===== config.mk =====
export PLATFORM = sky130hd
export DESIGN_NAME = pmx_mii_port
export DESIGN_NICKNAME = d
export VERILOG_FILES = /design/src/inc/pmx_pkg.sv /design/src/verilog/pmx_mii_port.sv
export SDC_FILE = /design/constraint.sdc
export NUM_CORES = 1
export LEC_CHECK = 0
export ABC_CLOCK_PERIOD_IN_PS = 4300
export BUFFER_PORTS_ARGS = -buffer_cell sky130_fd_sc_hd__buf_2
export CAP_MARGIN = 20
export CORE_ASPECT_RATIO = 0.75
export CORE_MARGIN = 1.5
export CORE_UTILIZATION = 30
export DETAILED_ROUTE_END_ITERATION = 12
export PLACE_DENSITY = 0.52
export SLEW_MARGIN = 10
export SYNTH_ARGS = -nofsm -noshare
export SYNTH_HDL_FRONTEND = slang
export SYNTH_SLANG_ARGS = --single-unit

===== constraint.sdc =====
create_clock -name clk_i -period 4.3 [get_ports clk_i]
set_input_delay 0.645 -clock clk_i [delete_from_list [all_inputs] [get_ports clk_i]]
set_output_delay 0.645 -clock clk_i [all_outputs]
set_load 0.005 [all_outputs]

===== src/inc/pmx_pkg.sv =====
// shared constants and types for the mii port and pair select block
package pmx_pkg;
    // timing
    localparam longint CLK_HZ = 64'd250_000_000;
    localparam longint REF_HZ = 64'd25_000_000;
    localparam int REF_DIV = int'(CLK_HZ / REF_HZ);
    localparam int SLOW_DIV = 10;
    localparam int HALF_CNT = 5;
    localparam longint DPD_TIME_S = 64'd32;
    localparam longint DPD_CYCLES = DPD_TIME_S * CLK_HZ;
    localparam longint PAIR_DWELL_US = 64'd200;
    localparam longint PAIR_DWELL_CYC = PAIR_DWELL_US * CLK_HZ / 64'd1_000_000;
    // register byte offsets
    localparam logic [7:0] REG_CTRL = 8'h00;
    localparam logic [7:0] REG_STAT = 8'h04;
    localparam logic [7:0] REG_XOVER_IDX = 8'h13;
    localparam logic [7:0] REG_XOVER = REG_XOVER_IDX << 2;
    // control fields
    localparam int CTRL_SPEED100 = 0;
    localparam int CTRL_FULLDPX = 1;
    localparam int CTRL_AN_EN = 2;
    localparam logic [31:0] CTRL_RST = 32'h0000_0005;
    // crossover fields
    localparam int XO_AUTO_EN = 9;
    localparam int XO_FORCED = 8;
    localparam logic [31:0] XOVER_RST = 32'h0000_0200;
    // status fields
    localparam int ST_LINK = 0;
    localparam int ST_CRS = 1;
    localparam int ST_COL = 2;
    localparam int ST_DPD = 3;
    localparam int ST_CROSS = 4;
    localparam int ST_PAIR_DONE = 5;
    localparam int ST_ISOLATE = 6;
    localparam int ST_ADDR = 8;
    // line-side receive indications from the analog/decoder front end
    typedef struct packed {
        logic clk;
        logic link;
        logic sig_det;
        logic pre;
        logic sfd;
        logic eof;
        logic jk;
        logic tr;
        logic idle;
        logic err;
        logic [3:0] nib;
    } pmx_line_rx_t;
    // pair selection states
    typedef enum logic [2:0] {
        PS_MANUAL = 3'b001,
        PS_HUNT = 3'b010,
        PS_LOCK = 3'b100
    } pmx_pair_st_t;
endpackage


===== src/verilog/pmx_mii_port.sv =====
// mii port, carrier/collision, pair selection and deep power-down of the phy
//
// The address map and the Wishbone interface to the registers were chosen for this implementation.
`timescale 1ns/100ps
`default_nettype none

module pmx_mii_port #(
    parameter longint DPD_CYC = pmx_pkg::DPD_CYCLES,
    parameter longint DWELL_CYC = pmx_pkg::PAIR_DWELL_CYC
) (
    input wire logic clk_i,
    input wire logic rst_i,
    // wishbone slave
    input wire logic wb_cyc_i,
    input wire logic wb_stb_i,
    input wire logic wb_we_i,
    input wire logic [7:0] wb_adr_i,
    input wire logic [3:0] wb_sel_i,
    input wire logic [31:0] wb_dat_i,
    output logic [31:0] wb_dat_o,
    output logic wb_ack_o,
    // mac side
    output logic mii_tx_clk_o,
    input wire logic mii_tx_en_i,
    input wire logic [3:0] mii_txd_i,
    output logic mii_rx_clk_o,
    output logic mii_rx_dv_o,
    output logic [3:0] mii_rxd_o,
    output logic mii_rx_er_o,
    output logic mii_crs_o,
    output logic mii_col_o,
    output logic mii_oe_o,
    // straps and pins
    input wire logic [2:0] mgmt_addr_i,
    input wire logic crossover_auto_enable_i,
    // line side
    input wire pmx_pkg::pmx_line_rx_t line_rx_i,
    output logic line_tx_en_o,
    output logic [3:0] line_txd_o,
    output logic pair_a_is_tx_o,
    output logic pair_b_is_tx_o,
    output logic an_start_o,
    output logic deep_power_down_o
);

    // -----------------------------------------------------------------
    // helpers
    // -----------------------------------------------------------------
    function automatic logic [31:0] merge(input logic [31:0] old,
                                          input logic [31:0] wd,
                                          input logic [3:0] sel);
        logic [31:0] r;
        r = old;
        for (int i = 0; i < 4; i++) begin
            if (sel[i]) begin
                r[i*8 +: 8] = wd[i*8 +: 8];
            end
        end
        return r;
    endfunction

    function automatic logic wrap(input logic [3:0] cnt);
        return cnt == 4'(pmx_pkg::SLOW_DIV - 1);
    endfunction

    // -----------------------------------------------------------------
    // input synchronisers
    // -----------------------------------------------------------------
    pmx_pkg::pmx_line_rx_t ln_s1_r;
    pmx_pkg::pmx_line_rx_t ln_r;
    logic [4:0] mac_s1_r;
    logic [4:0] mac_s2_r;
    logic [3:0] pin_s1_r;
    logic [3:0] pin_s2_r;

    always_ff @(posedge clk_i) begin
        ln_s1_r <= line_rx_i;
        ln_r <= ln_s1_r;
        mac_s1_r <= {mii_tx_en_i, mii_txd_i};
        mac_s2_r <= mac_s1_r;
        pin_s1_r <= {crossover_auto_enable_i, mgmt_addr_i};
        pin_s2_r <= pin_s1_r;
    end

    wire tx_en_s = mac_s2_r[4];
    wire [3:0] txd_s = mac_s2_r[3:0];
    wire auto_pin_s = pin_s2_r[3];

    // -----------------------------------------------------------------
    // registers
    // -----------------------------------------------------------------
    logic [31:0] ctrl_r;
    logic [31:0] xover_r;
    logic ack_r;
    logic [31:0] rd_r;
    logic [2:0] addr_r;
    logic strap_done_r;

    wire speed100 = ctrl_r[pmx_pkg::CTRL_SPEED100];
    wire half_dpx = ~ctrl_r[pmx_pkg::CTRL_FULLDPX];
    wire an_en = ctrl_r[pmx_pkg::CTRL_AN_EN];
    wire req = wb_cyc_i & wb_stb_i & ~ack_r;
    wire wr = req & wb_we_i;
    wire hit_ctrl = wb_adr_i == pmx_pkg::REG_CTRL;
    wire hit_stat = wb_adr_i == pmx_pkg::REG_STAT;
    wire hit_xo = wb_adr_i == pmx_pkg::REG_XOVER;

    logic [31:0] stat_w;
    logic [31:0] rd_w;
    logic crs_r;
    logic dpd_r;
    logic cross_r;
    logic pair_done;

    always_comb begin
        stat_w = 32'h0;
        stat_w[pmx_pkg::ST_LINK] = ln_r.link;
        stat_w[pmx_pkg::ST_CRS] = crs_r;
        stat_w[pmx_pkg::ST_COL] = mii_col_o;
        stat_w[pmx_pkg::ST_DPD] = dpd_r;
        stat_w[pmx_pkg::ST_CROSS] = cross_r;
        stat_w[pmx_pkg::ST_PAIR_DONE] = pair_done;
        stat_w[pmx_pkg::ST_ISOLATE] = ~mii_oe_o;
        stat_w[pmx_pkg::ST_ADDR +: 3] = addr_r;
    end

    assign rd_w = hit_ctrl ? ctrl_r :
                  hit_stat ? stat_w :
                  hit_xo ? xover_r : 32'h0;

    always_ff @(posedge clk_i) begin
        if (rst_i) begin
            ctrl_r <= pmx_pkg::CTRL_RST;
            xover_r <= pmx_pkg::XOVER_RST;
            ack_r <= 1'b0;
            rd_r <= 32'h0;
        end else begin
            ack_r <= req;
            if (req) begin
                rd_r <= rd_w;
            end
            if (wr && hit_ctrl) begin
                ctrl_r <= merge(ctrl_r, wb_dat_i, wb_sel_i);
            end
            if (wr && hit_xo) begin
                xover_r <= merge(xover_r, wb_dat_i, wb_sel_i);
            end
        end
    end

    assign wb_ack_o = ack_r;
    assign wb_dat_o = rd_r;

    // strap caught on the first edge after reset release
    always_ff @(posedge clk_i) begin
        if (rst_i) begin
            strap_done_r <= 1'b0;
        end else begin
            strap_done_r <= 1'b1;
        end
    end

    always_ff @(posedge clk_i) begin
        if (!strap_done_r) begin
            addr_r <= pin_s2_r[2:0];
        end
    end

    assign mii_oe_o = strap_done_r & (addr_r != 3'h0);

    // -----------------------------------------------------------------
    // local clocks: 25 MHz reference, divided by ten for 10 Mb/s
    // -----------------------------------------------------------------
    logic [3:0] ref_cnt_r;
    logic [3:0] slow_cnt_r;
    logic loc_clk_r;
    logic loc_clk_d_r;

    wire ref_tick = ref_cnt_r == 4'(pmx_pkg::REF_DIV - 1);
    wire ref_half = ref_tick | (ref_cnt_r == 4'(pmx_pkg::HALF_CNT - 1));
    wire slow_half = ref_tick & (wrap(slow_cnt_r) |
                     (slow_cnt_r == 4'(pmx_pkg::HALF_CNT - 1)));
    wire loc_tgl = speed100 ? ref_half : slow_half;
    wire loc_fall = ~loc_clk_r & loc_clk_d_r;

    always_ff @(posedge clk_i) begin
        if (rst_i) begin
            ref_cnt_r <= 4'h0;
            slow_cnt_r <= 4'h0;
            loc_clk_r <= 1'b0;
            loc_clk_d_r <= 1'b0;
        end else begin
            ref_cnt_r <= ref_tick ? 4'h0 : ref_cnt_r + 4'h1;
            if (ref_tick) begin
                slow_cnt_r <= wrap(slow_cnt_r) ? 4'h0 : slow_cnt_r + 4'h1;
            end
            if (loc_tgl) begin
                loc_clk_r <= ~loc_clk_r;
            end
            loc_clk_d_r <= loc_clk_r;
        end
    end

    assign mii_tx_clk_o = loc_clk_r;

    // -----------------------------------------------------------------
    // transmit path: sample mid-period, away from the mac's launch edge
    // -----------------------------------------------------------------
    logic tx_en_r;
    logic [3:0] txd_r;

    always_ff @(posedge clk_i) begin
        if (rst_i) begin
            tx_en_r <= 1'b0;
            txd_r <= 4'h0;
        end else if (loc_fall) begin
            tx_en_r <= tx_en_s;
            txd_r <= tx_en_s ? txd_s : 4'h0;
        end
    end

    assign line_tx_en_o = tx_en_r;
    assign line_txd_o = txd_r;

    // -----------------------------------------------------------------
    // carrier sense and collision
    // -----------------------------------------------------------------
    logic dv10_r;

    wire crs_set = speed100 ? ln_r.jk : ln_r.pre;
    wire crs_clr = speed100 ? (ln_r.tr | ln_r.idle) : ln_r.eof;

    always_ff @(posedge clk_i) begin
        if (rst_i) begin
            crs_r <= 1'b0;
            dv10_r <= 1'b0;
        end else begin
            if (crs_clr) begin
                crs_r <= 1'b0;
            end else if (crs_set) begin
                crs_r <= 1'b1;
            end
            if (ln_r.eof || !crs_r) begin
                dv10_r <= 1'b0;
            end else if (ln_r.sfd) begin
                dv10_r <= 1'b1;
            end
        end
    end

    assign mii_crs_o = crs_r;
    // free of both mii clocks
    assign mii_col_o = half_dpx & tx_en_s & crs_r;

    // -----------------------------------------------------------------
    // receive clock source and receive outputs
    // -----------------------------------------------------------------
    logic rx_clk_r;
    logic rx_dv_r;
    logic [3:0] rxd_r;
    logic rx_er_r;
    logic err_seen_r;

    wire rx_from_line = speed100 ? ln_r.link : (ln_r.link & crs_r);
    wire rx_clk_w = rx_from_line ? ln_r.clk : loc_clk_r;
    // rise of the emitted clock itself, so a source switch never moves data off an edge
    wire rx_rise = rx_clk_w & ~rx_clk_r;
    wire dv_w = speed100 ? crs_r : dv10_r;

    always_ff @(posedge clk_i) begin
        if (rst_i) begin
            rx_clk_r <= 1'b0;
            rx_dv_r <= 1'b0;
            rxd_r <= 4'h0;
            rx_er_r <= 1'b0;
            err_seen_r <= 1'b0;
        end else begin
            rx_clk_r <= rx_clk_w;
            if (rx_rise) begin
                rx_dv_r <= dv_w;
                rxd_r <= dv_w ? ln_r.nib : 4'h0;
                rx_er_r <= dv_w & (err_seen_r | ln_r.err);
            end
            if (ln_r.err && dv_w) begin
                err_seen_r <= 1'b1;
            end else if (rx_rise) begin
                err_seen_r <= 1'b0;
            end
        end
    end

    assign mii_rx_clk_o = rx_clk_r;
    assign mii_rx_dv_o = rx_dv_r;
    assign mii_rxd_o = rxd_r;
    assign mii_rx_er_o = rx_er_r;

    // -----------------------------------------------------------------
    // pair selection
    // -----------------------------------------------------------------
    pmx_pkg::pmx_pair_st_t ps_r;
    pmx_pkg::pmx_pair_st_t ps_nxt;
    logic [63:0] dwell_r;
    logic cross_nxt;

    wire xo_auto = xover_r[pmx_pkg::XO_AUTO_EN];
    wire xo_forced = xover_r[pmx_pkg::XO_FORCED];
    wire auto_on = xo_auto & auto_pin_s;
    wire man_cross = ~xo_auto & xo_forced;
    wire dwell_end = dwell_r == 64'(DWELL_CYC - 1);
    wire line_ok = ln_r.link | ln_r.sig_det;

    always_comb begin
        ps_nxt = ps_r;
        cross_nxt = cross_r;
        case (ps_r)
            pmx_pkg::PS_MANUAL: begin
                cross_nxt = man_cross;
                if (auto_on) begin
                    ps_nxt = pmx_pkg::PS_HUNT;
                end
            end
            pmx_pkg::PS_HUNT: begin
                if (!auto_on) begin
                    ps_nxt = pmx_pkg::PS_MANUAL;
                end else if (line_ok) begin
                    ps_nxt = pmx_pkg::PS_LOCK;
                end else if (dwell_end) begin
                    cross_nxt = ~cross_r;
                end
            end
            pmx_pkg::PS_LOCK: begin
                if (!auto_on) begin
                    ps_nxt = pmx_pkg::PS_MANUAL;
                end else if (!line_ok) begin
                    ps_nxt = pmx_pkg::PS_HUNT;
                end
            end
            default: begin
                ps_nxt = pmx_pkg::PS_MANUAL;
            end
        endcase
    end

    always_ff @(posedge clk_i) begin
        if (rst_i) begin
            ps_r <= pmx_pkg::PS_MANUAL;
            cross_r <= 1'b0;
            dwell_r <= 64'h0;
        end else begin
            ps_r <= ps_nxt;
            cross_r <= cross_nxt;
            if (ps_r != pmx_pkg::PS_HUNT || dwell_end || line_ok) begin
                dwell_r <= 64'h0;
            end else begin
                dwell_r <= dwell_r + 64'h1;
            end
        end
    end

    assign pair_done = ps_r != pmx_pkg::PS_HUNT;
    assign pair_a_is_tx_o = ~cross_r;
    assign pair_b_is_tx_o = cross_r;
    assign an_start_o = an_en & pair_done;

    // -----------------------------------------------------------------
    // deep power-down
    // -----------------------------------------------------------------
    logic [63:0] dpd_cnt_r;

    wire dpd_cond = ~ln_r.link & ~tx_en_s;
    wire dpd_hit = dpd_cnt_r == 64'(DPD_CYC - 1);

    always_ff @(posedge clk_i) begin
        if (rst_i) begin
            dpd_cnt_r <= 64'h0;
            dpd_r <= 1'b0;
        end else if (!dpd_cond) begin
            dpd_cnt_r <= 64'h0;
            dpd_r <= 1'b0;
        end else if (!dpd_r) begin
            if (dpd_hit) begin
                dpd_r <= 1'b1;
            end else begin
                dpd_cnt_r <= dpd_cnt_r + 64'h1;
            end
        end
    end

    assign deep_power_down_o = dpd_r;

endmodule // pmx_mii_port

`default_nettype wire

Yosys cells after proc, flatten, opt, wreduce, memory -nomap -nowiden
Index checks and enable logic that the tools add are counted.
{"block": "totals", "ff_bits": 305, "input_bits": 72, "output_inout_bits": 53, "wordCells": 164}
{"block": "classes", "n_addsub": 4, "eq_ne": 18, "muxes": 27, "bitwise": 32, "reduce_logical": 27}
{"operator": "$add 64x1->64 const B", "n": 2}
{"operator": "$mux 32", "n": 3}
{"operator": "$eq 64x16->1 const B", "n": 1}
{"operator": "$eq 64x33->1 const B", "n": 1}
{"operator": "$reduce_and 2->1", "n": 9}
{"operator": "$and 1x1->1", "n": 15}
{"operator": "$mux 3", "n": 5}
{"operator": "$mux 1", "n": 14}
{"operator": "$mux 4", "n": 3}
{"operator": "$not 1->1", "n": 12}
{"operator": "$reduce_or 2->1", "n": 5}
{"operator": "$pmux 3 s3", "n": 1}
{"operator": "$add 4x1->4 const B", "n": 2}
{"operator": "$eq 4x3->1 const B", "n": 2}
{"operator": "$eq 4x4->1 const B", "n": 2}
{"operator": "$eq 8x3->1 const B", "n": 1}
{"operator": "$eq 8x7->1 const B", "n": 1}
{"operator": "$logic_not 8->1", "n": 1}
{"operator": "$ne 2x2->1 const B", "n": 4}
{"operator": "$ne 3x3->1 const B", "n": 2}
{"operator": "$or 1x1->1", "n": 5}
{"operator": "$reduce_and 4->1", "n": 1}
{"operator": "$reduce_bool 2->1", "n": 2}
{"operator": "$eq 3x1->1 const B", "n": 1}
{"operator": "9 further kinds", "n": 13}

Depth between registers and ports, before layout
{"block": "logic_depth", "depth_word": 6, "depth_mapped": 9, "ltp_nobuf": 7}

Least setup slack after synthesis
No wires, ideal clock.
{"block": "synth_path", "path_type": "in2reg", "start": "in wb_adr_i[4]", "end": "reg ctrl_r[10]", "setup_time_ns": 0.128, "t_arrival_ns": 2.571, "slack_ns": 1.601, "stages": 7, "n_path_buf": 1, "path_cell_list": "or4_1 -> or4_1 -> or2_2 -> buf_2 -> nor2_4 -> mux2i_1 -> nor2_1"}
{"block": "synth_via", "elab_chain_cells": 3}
{"element": "start, declared", "line_no": "pmx_mii_port.sv:17", "source": "input wire logic [7:0] wb_adr_i,"}
{"element": "$logic_not 8->1", "line_no": "pmx_mii_port.sv:104", "source": "wire hit_ctrl = wb_adr_i == pmx_pkg::REG_CTRL;"}
{"element": "$logic_and 1x1->1", "line_no": "pmx_mii_port.sv:142", "source": "if (wr && hit_ctrl) begin"}
{"element": "$reduce_and 2->1 (no line)"}
{"element": "end signal, assigned", "line_no": "pmx_mii_port.sv:133", "source": "ctrl_r <= pmx_pkg::CTRL_RST;"}
{"element": "end signal, assigned", "line_no": "pmx_mii_port.sv:143", "source": "ctrl_r <= merge(ctrl_r, wb_dat_i, wb_sel_i);"}
{"element": "end, declared", "line_no": "pmx_mii_port.sv:92", "source": "logic [31:0] ctrl_r;"}
Every way passes these cells.
A chain may end at the register's enable or synchronous reset.

Worst setup path in the final report
{"block": "layout_path", "start": "reg dwell_r[33]", "end": "reg dwell_r[52]"}
{"block": "layout_via", "elab_chain_cells": 4}
{"element": "start, declared", "line_no": "pmx_mii_port.sv:302", "source": "logic [63:0] dwell_r;"}
{"element": "start signal, assigned", "line_no": "pmx_mii_port.sv:355", "source": "dwell_r <= dwell_r + 64'h1;"}
{"element": "parallel branches: the longest is 4 deep, another holds $add 64x1->64"}
Several ways; the timed one is not identified.

==> run_results.csv <==
group,metric,value,unit
clock_network,clk_latency,0.58,ns
drt,vias_per_cell,4.90,
outcome,status,"completed",
hold_path,hp-class,"primary input to flop",
die,fp.dieW,237,µm
global_route,grt_pass1_wl,48700,µm
global_route,grtUsageTotal,13.9,%
sta,clock.fmax,360,MHz
pwr,power_density,399,nW/µm²
drt,postRouteAntennaNets,0,
clock_network,cts_buffer_depth,3,
die,initial_core_util,30.4,%
die,core-area,40700,µm²
cells_and_area,final_cell_count_no_fill,2013,
worst_setup_path,crit_type,"flop to flop",
cells_and_area,layout.nets,1537,
drt,wl,30100,µm
clock_network,clkSinkCount,305,
placement,post-dp-hpwl,20500,µm
clock_network,htreeDepth,1,
drt,dr.first_iter.drc_count,511,
clock_network,cts_tree,"done",
global_route,overflow,0,
cells_and_area,final_common_cell,"dfxtp_1",
clock_network,cts_hold_buf,0,
clock_network,clkTransAtPathRegs,0.06,ns
worst_setup_path,crit_fanout,63,
worst_setup_path,cp-end-kind,"flop",
sta,relSlewSlack,30.3,%
worst_setup_path,ff2ff_setup_slack,1.52,ns
synthesis,ys.flop_type,"dfxtp_1",
synthesis,synth_area,12400,µm²
sta,period_share,64.5,%
placement,dp_cells,1955,
cells_and_area,syn2layout_area_growth,16.8,%
pwr,p_leak,4.84,nW
sta,finalSetupTns,0,ns
cells_and_area,final_area,14400,µm²
die,fp.dieH,179,µm
synthesis,synth_enable_flop_cells,3,
placement,portBuffers,124,
run,maxCapViolations,0,
drt,vias,9873,
sta,tightestPinTransition,1.04,ns
cells_and_area,final_cell_mix,"dfxtp_1 (302), nor2_1 (227), buf_2 (123), nand2_1 (81), nand3_1 (73)",
worst_setup_path,worstSetupStartpointType,"flop",
global_route,grt_start_max_net_pins,71,
die,dieArea,42400,µm²
drt,wl_per_cell,15.0,µm
cells_and_area,antenna_cells,0,
synthesis,synthArstFlopShare,0,%
clock_network,cts_setup_buffers,0,
worst_setup_path,path_cells,"nor4_1, nand4_1, nor4_1, nor2_1, nand2_2, buf_4, nor2_1",
clock_network,cts_buffers,31,
sta,maxSlewViolCount,0,
synthesis,synth_cell_types,55,
synthesis,synth_cells,1361,
drt,remaining_drc_errors,0,
synthesis,ys_ff_latch,305,
drt,dr.pass1.iters,5,
worst_setup_path,critPathMaxStageDelay,0.67,ns
global_route,first_global_vias,9234,
sta,rsz0062_at_grt,"false",
synthesis,ys_warn_count,0,
synthesis,avgSynthCellArea,9.07,µm²
placement,placed_cell_area,13400,µm²
worst_setup_path,cp.arrival,3.21,ns
sta,skew,0.0138,ns
die,io_pins,125,
synthesis,synth_fp_nets,1438,
die,fp-row-count,64,
pwr,ir_drop,0.268,mV
worst_setup_path,cp.required,4.74,ns
cells_and_area,layout-drive-gt1-share,14.9,%
worst_setup_path,slowest_stage,"nor4_1",
synthesis,ys_seq_area_share,49.7,%
sta,setup_viol,0,
sta,hold_violations,0,
placement,place_congestion,0.784,
clock_network,cts_root_buf,"clkbuf_16",
clock_network,cts_resized,0,
sta,fin_crit,2.78,ns
global_route,grt_antenna_before_repair,2,
-- flip-flops by register name (all words and copies together) (netlist names), 14 cells and up --
name / flops
dpd_cnt_r: 64
ctrl_r: 32
wb_dat_o: 32
dwell_r: 64
ln_s1_r: 14
xover_r: 32
ln_r: 14
-- cells by family (layout without fill, tap and decap cells) --
logic type / after synthesis / count (layout) / share of synthesized area, %
flops: 305 / 305 / 49.7
xor+xnor: 96 / 96 / 6.81
buf+inv: 95 / 219 / 3.27
simple gates: 642 / 642 / 26.1
fa+ha+maj: 5 / 5 / 0.507
compound gates: 150 / 150 / 8.15
mux: 68 / 68 / 5.53
-- cell usage after synthesis (all sizes together), types with 2 or more instances --
cell type,number,area [µm²]
a211oi,7,52.6
a21oi,59,322
a221oi,22,193
and2,8,50.1
and3,15,93.8
and3b,2,17.5
and4,13,114
buf,10,82.6
clkbuf,56,213
dfxtp,302,6050
edfxtp,3,90.1
ha,5,62.6
inv,29,109
mux2,2,22.5
mux2i,66,661
nand2,82,308
nand2b,6,37.5
nand3,73,365
nand4,43,269
nor2,232,901
nor2b,10,62.6
nor3,60,300
nor3b,3,22.5
nor4,42,299
nor4b,3,26.3
o211ai,16,120
o21ai,27,154
o2bb2ai,5,43.8
o31ai,8,65.1
or2,6,37.5
or3,20,125
or4,22,169
xnor2,62,543
xor2,34,298
-- path summary, 6_finish.rpt --
kind / start / to / cells after the start
worst max-delay path: dwell_r[33] / dwell_r[52] / 7
worst min-delay path: line_rx_i[4] / ln_s1_r[4] / 1
worst max register to register: dwell_r[33] / dwell_r[52] / 7
worst min register to register: mac_s1_r[1] / mac_s2_r[1] / 0
-- layout make-up --
class,instances,area [µm²]
clock buffers,42,887
inverters,29,109
multi-input cells,961,5820
fillers,4207,26200
repair buffers,132,683
clock inverters,16,133
flip-flops and latches,305,6140
well taps,528,661
-- metrics by stage --
step / hold slack, ns / util (%) / power (mW) / worst slack, ns
floorplan: 0.310 / - / 3.05 / 1.60
global placement: 0.310 / 33.0 / 3.14 / 1.13
detailed placement: 0.312 / 33.0 / 3.14 / 1.08
CTS: 0.128 / 35.5 / 5.84 / 1.43
global route: 0.122 / 35.5 / 5.98 / 1.29
finish: 0.161 / 35.5 / 5.76 / 1.52
-- layer usage --
| metal | share of wire (%) | track usage (%) | routed length [µm] | up-vias |
|---|---|---|---|---|
| met2 | 43 | 21.0 | 12800 | 140 |
| met4 | 1.3 | 2.57 | 381 | 4 |
| met1 | 51 | 20.3 | 15400 | 4685 |
| li1 | - | - | - | 5010 |
| met5 | 0.070 | 0 | 21 | - |
| met3 | 4.9 | 3.22 | 1490 | 34 |
-- worst max-delay path: cells and delay by family, from the launching register on --
| kind | cells | cell delay (ns) |
|---|---|---|
| flops | 1 | 0.35 |
| simple gates | 6 | 1.70 |
| buf+inv | 1 | 0.51 |
-- where the power goes --
group / internal, mW / leakage (nW) / switching (mW)
clock: 1.52 / 0.514 / 1.17
sequential: 2.88 / 2.48 / 0.0264
combinational: 0.0692 / 1.84 / 0.104
total: 4.46 / 4.84 / 1.30
(Power assumes the default switching activity.)
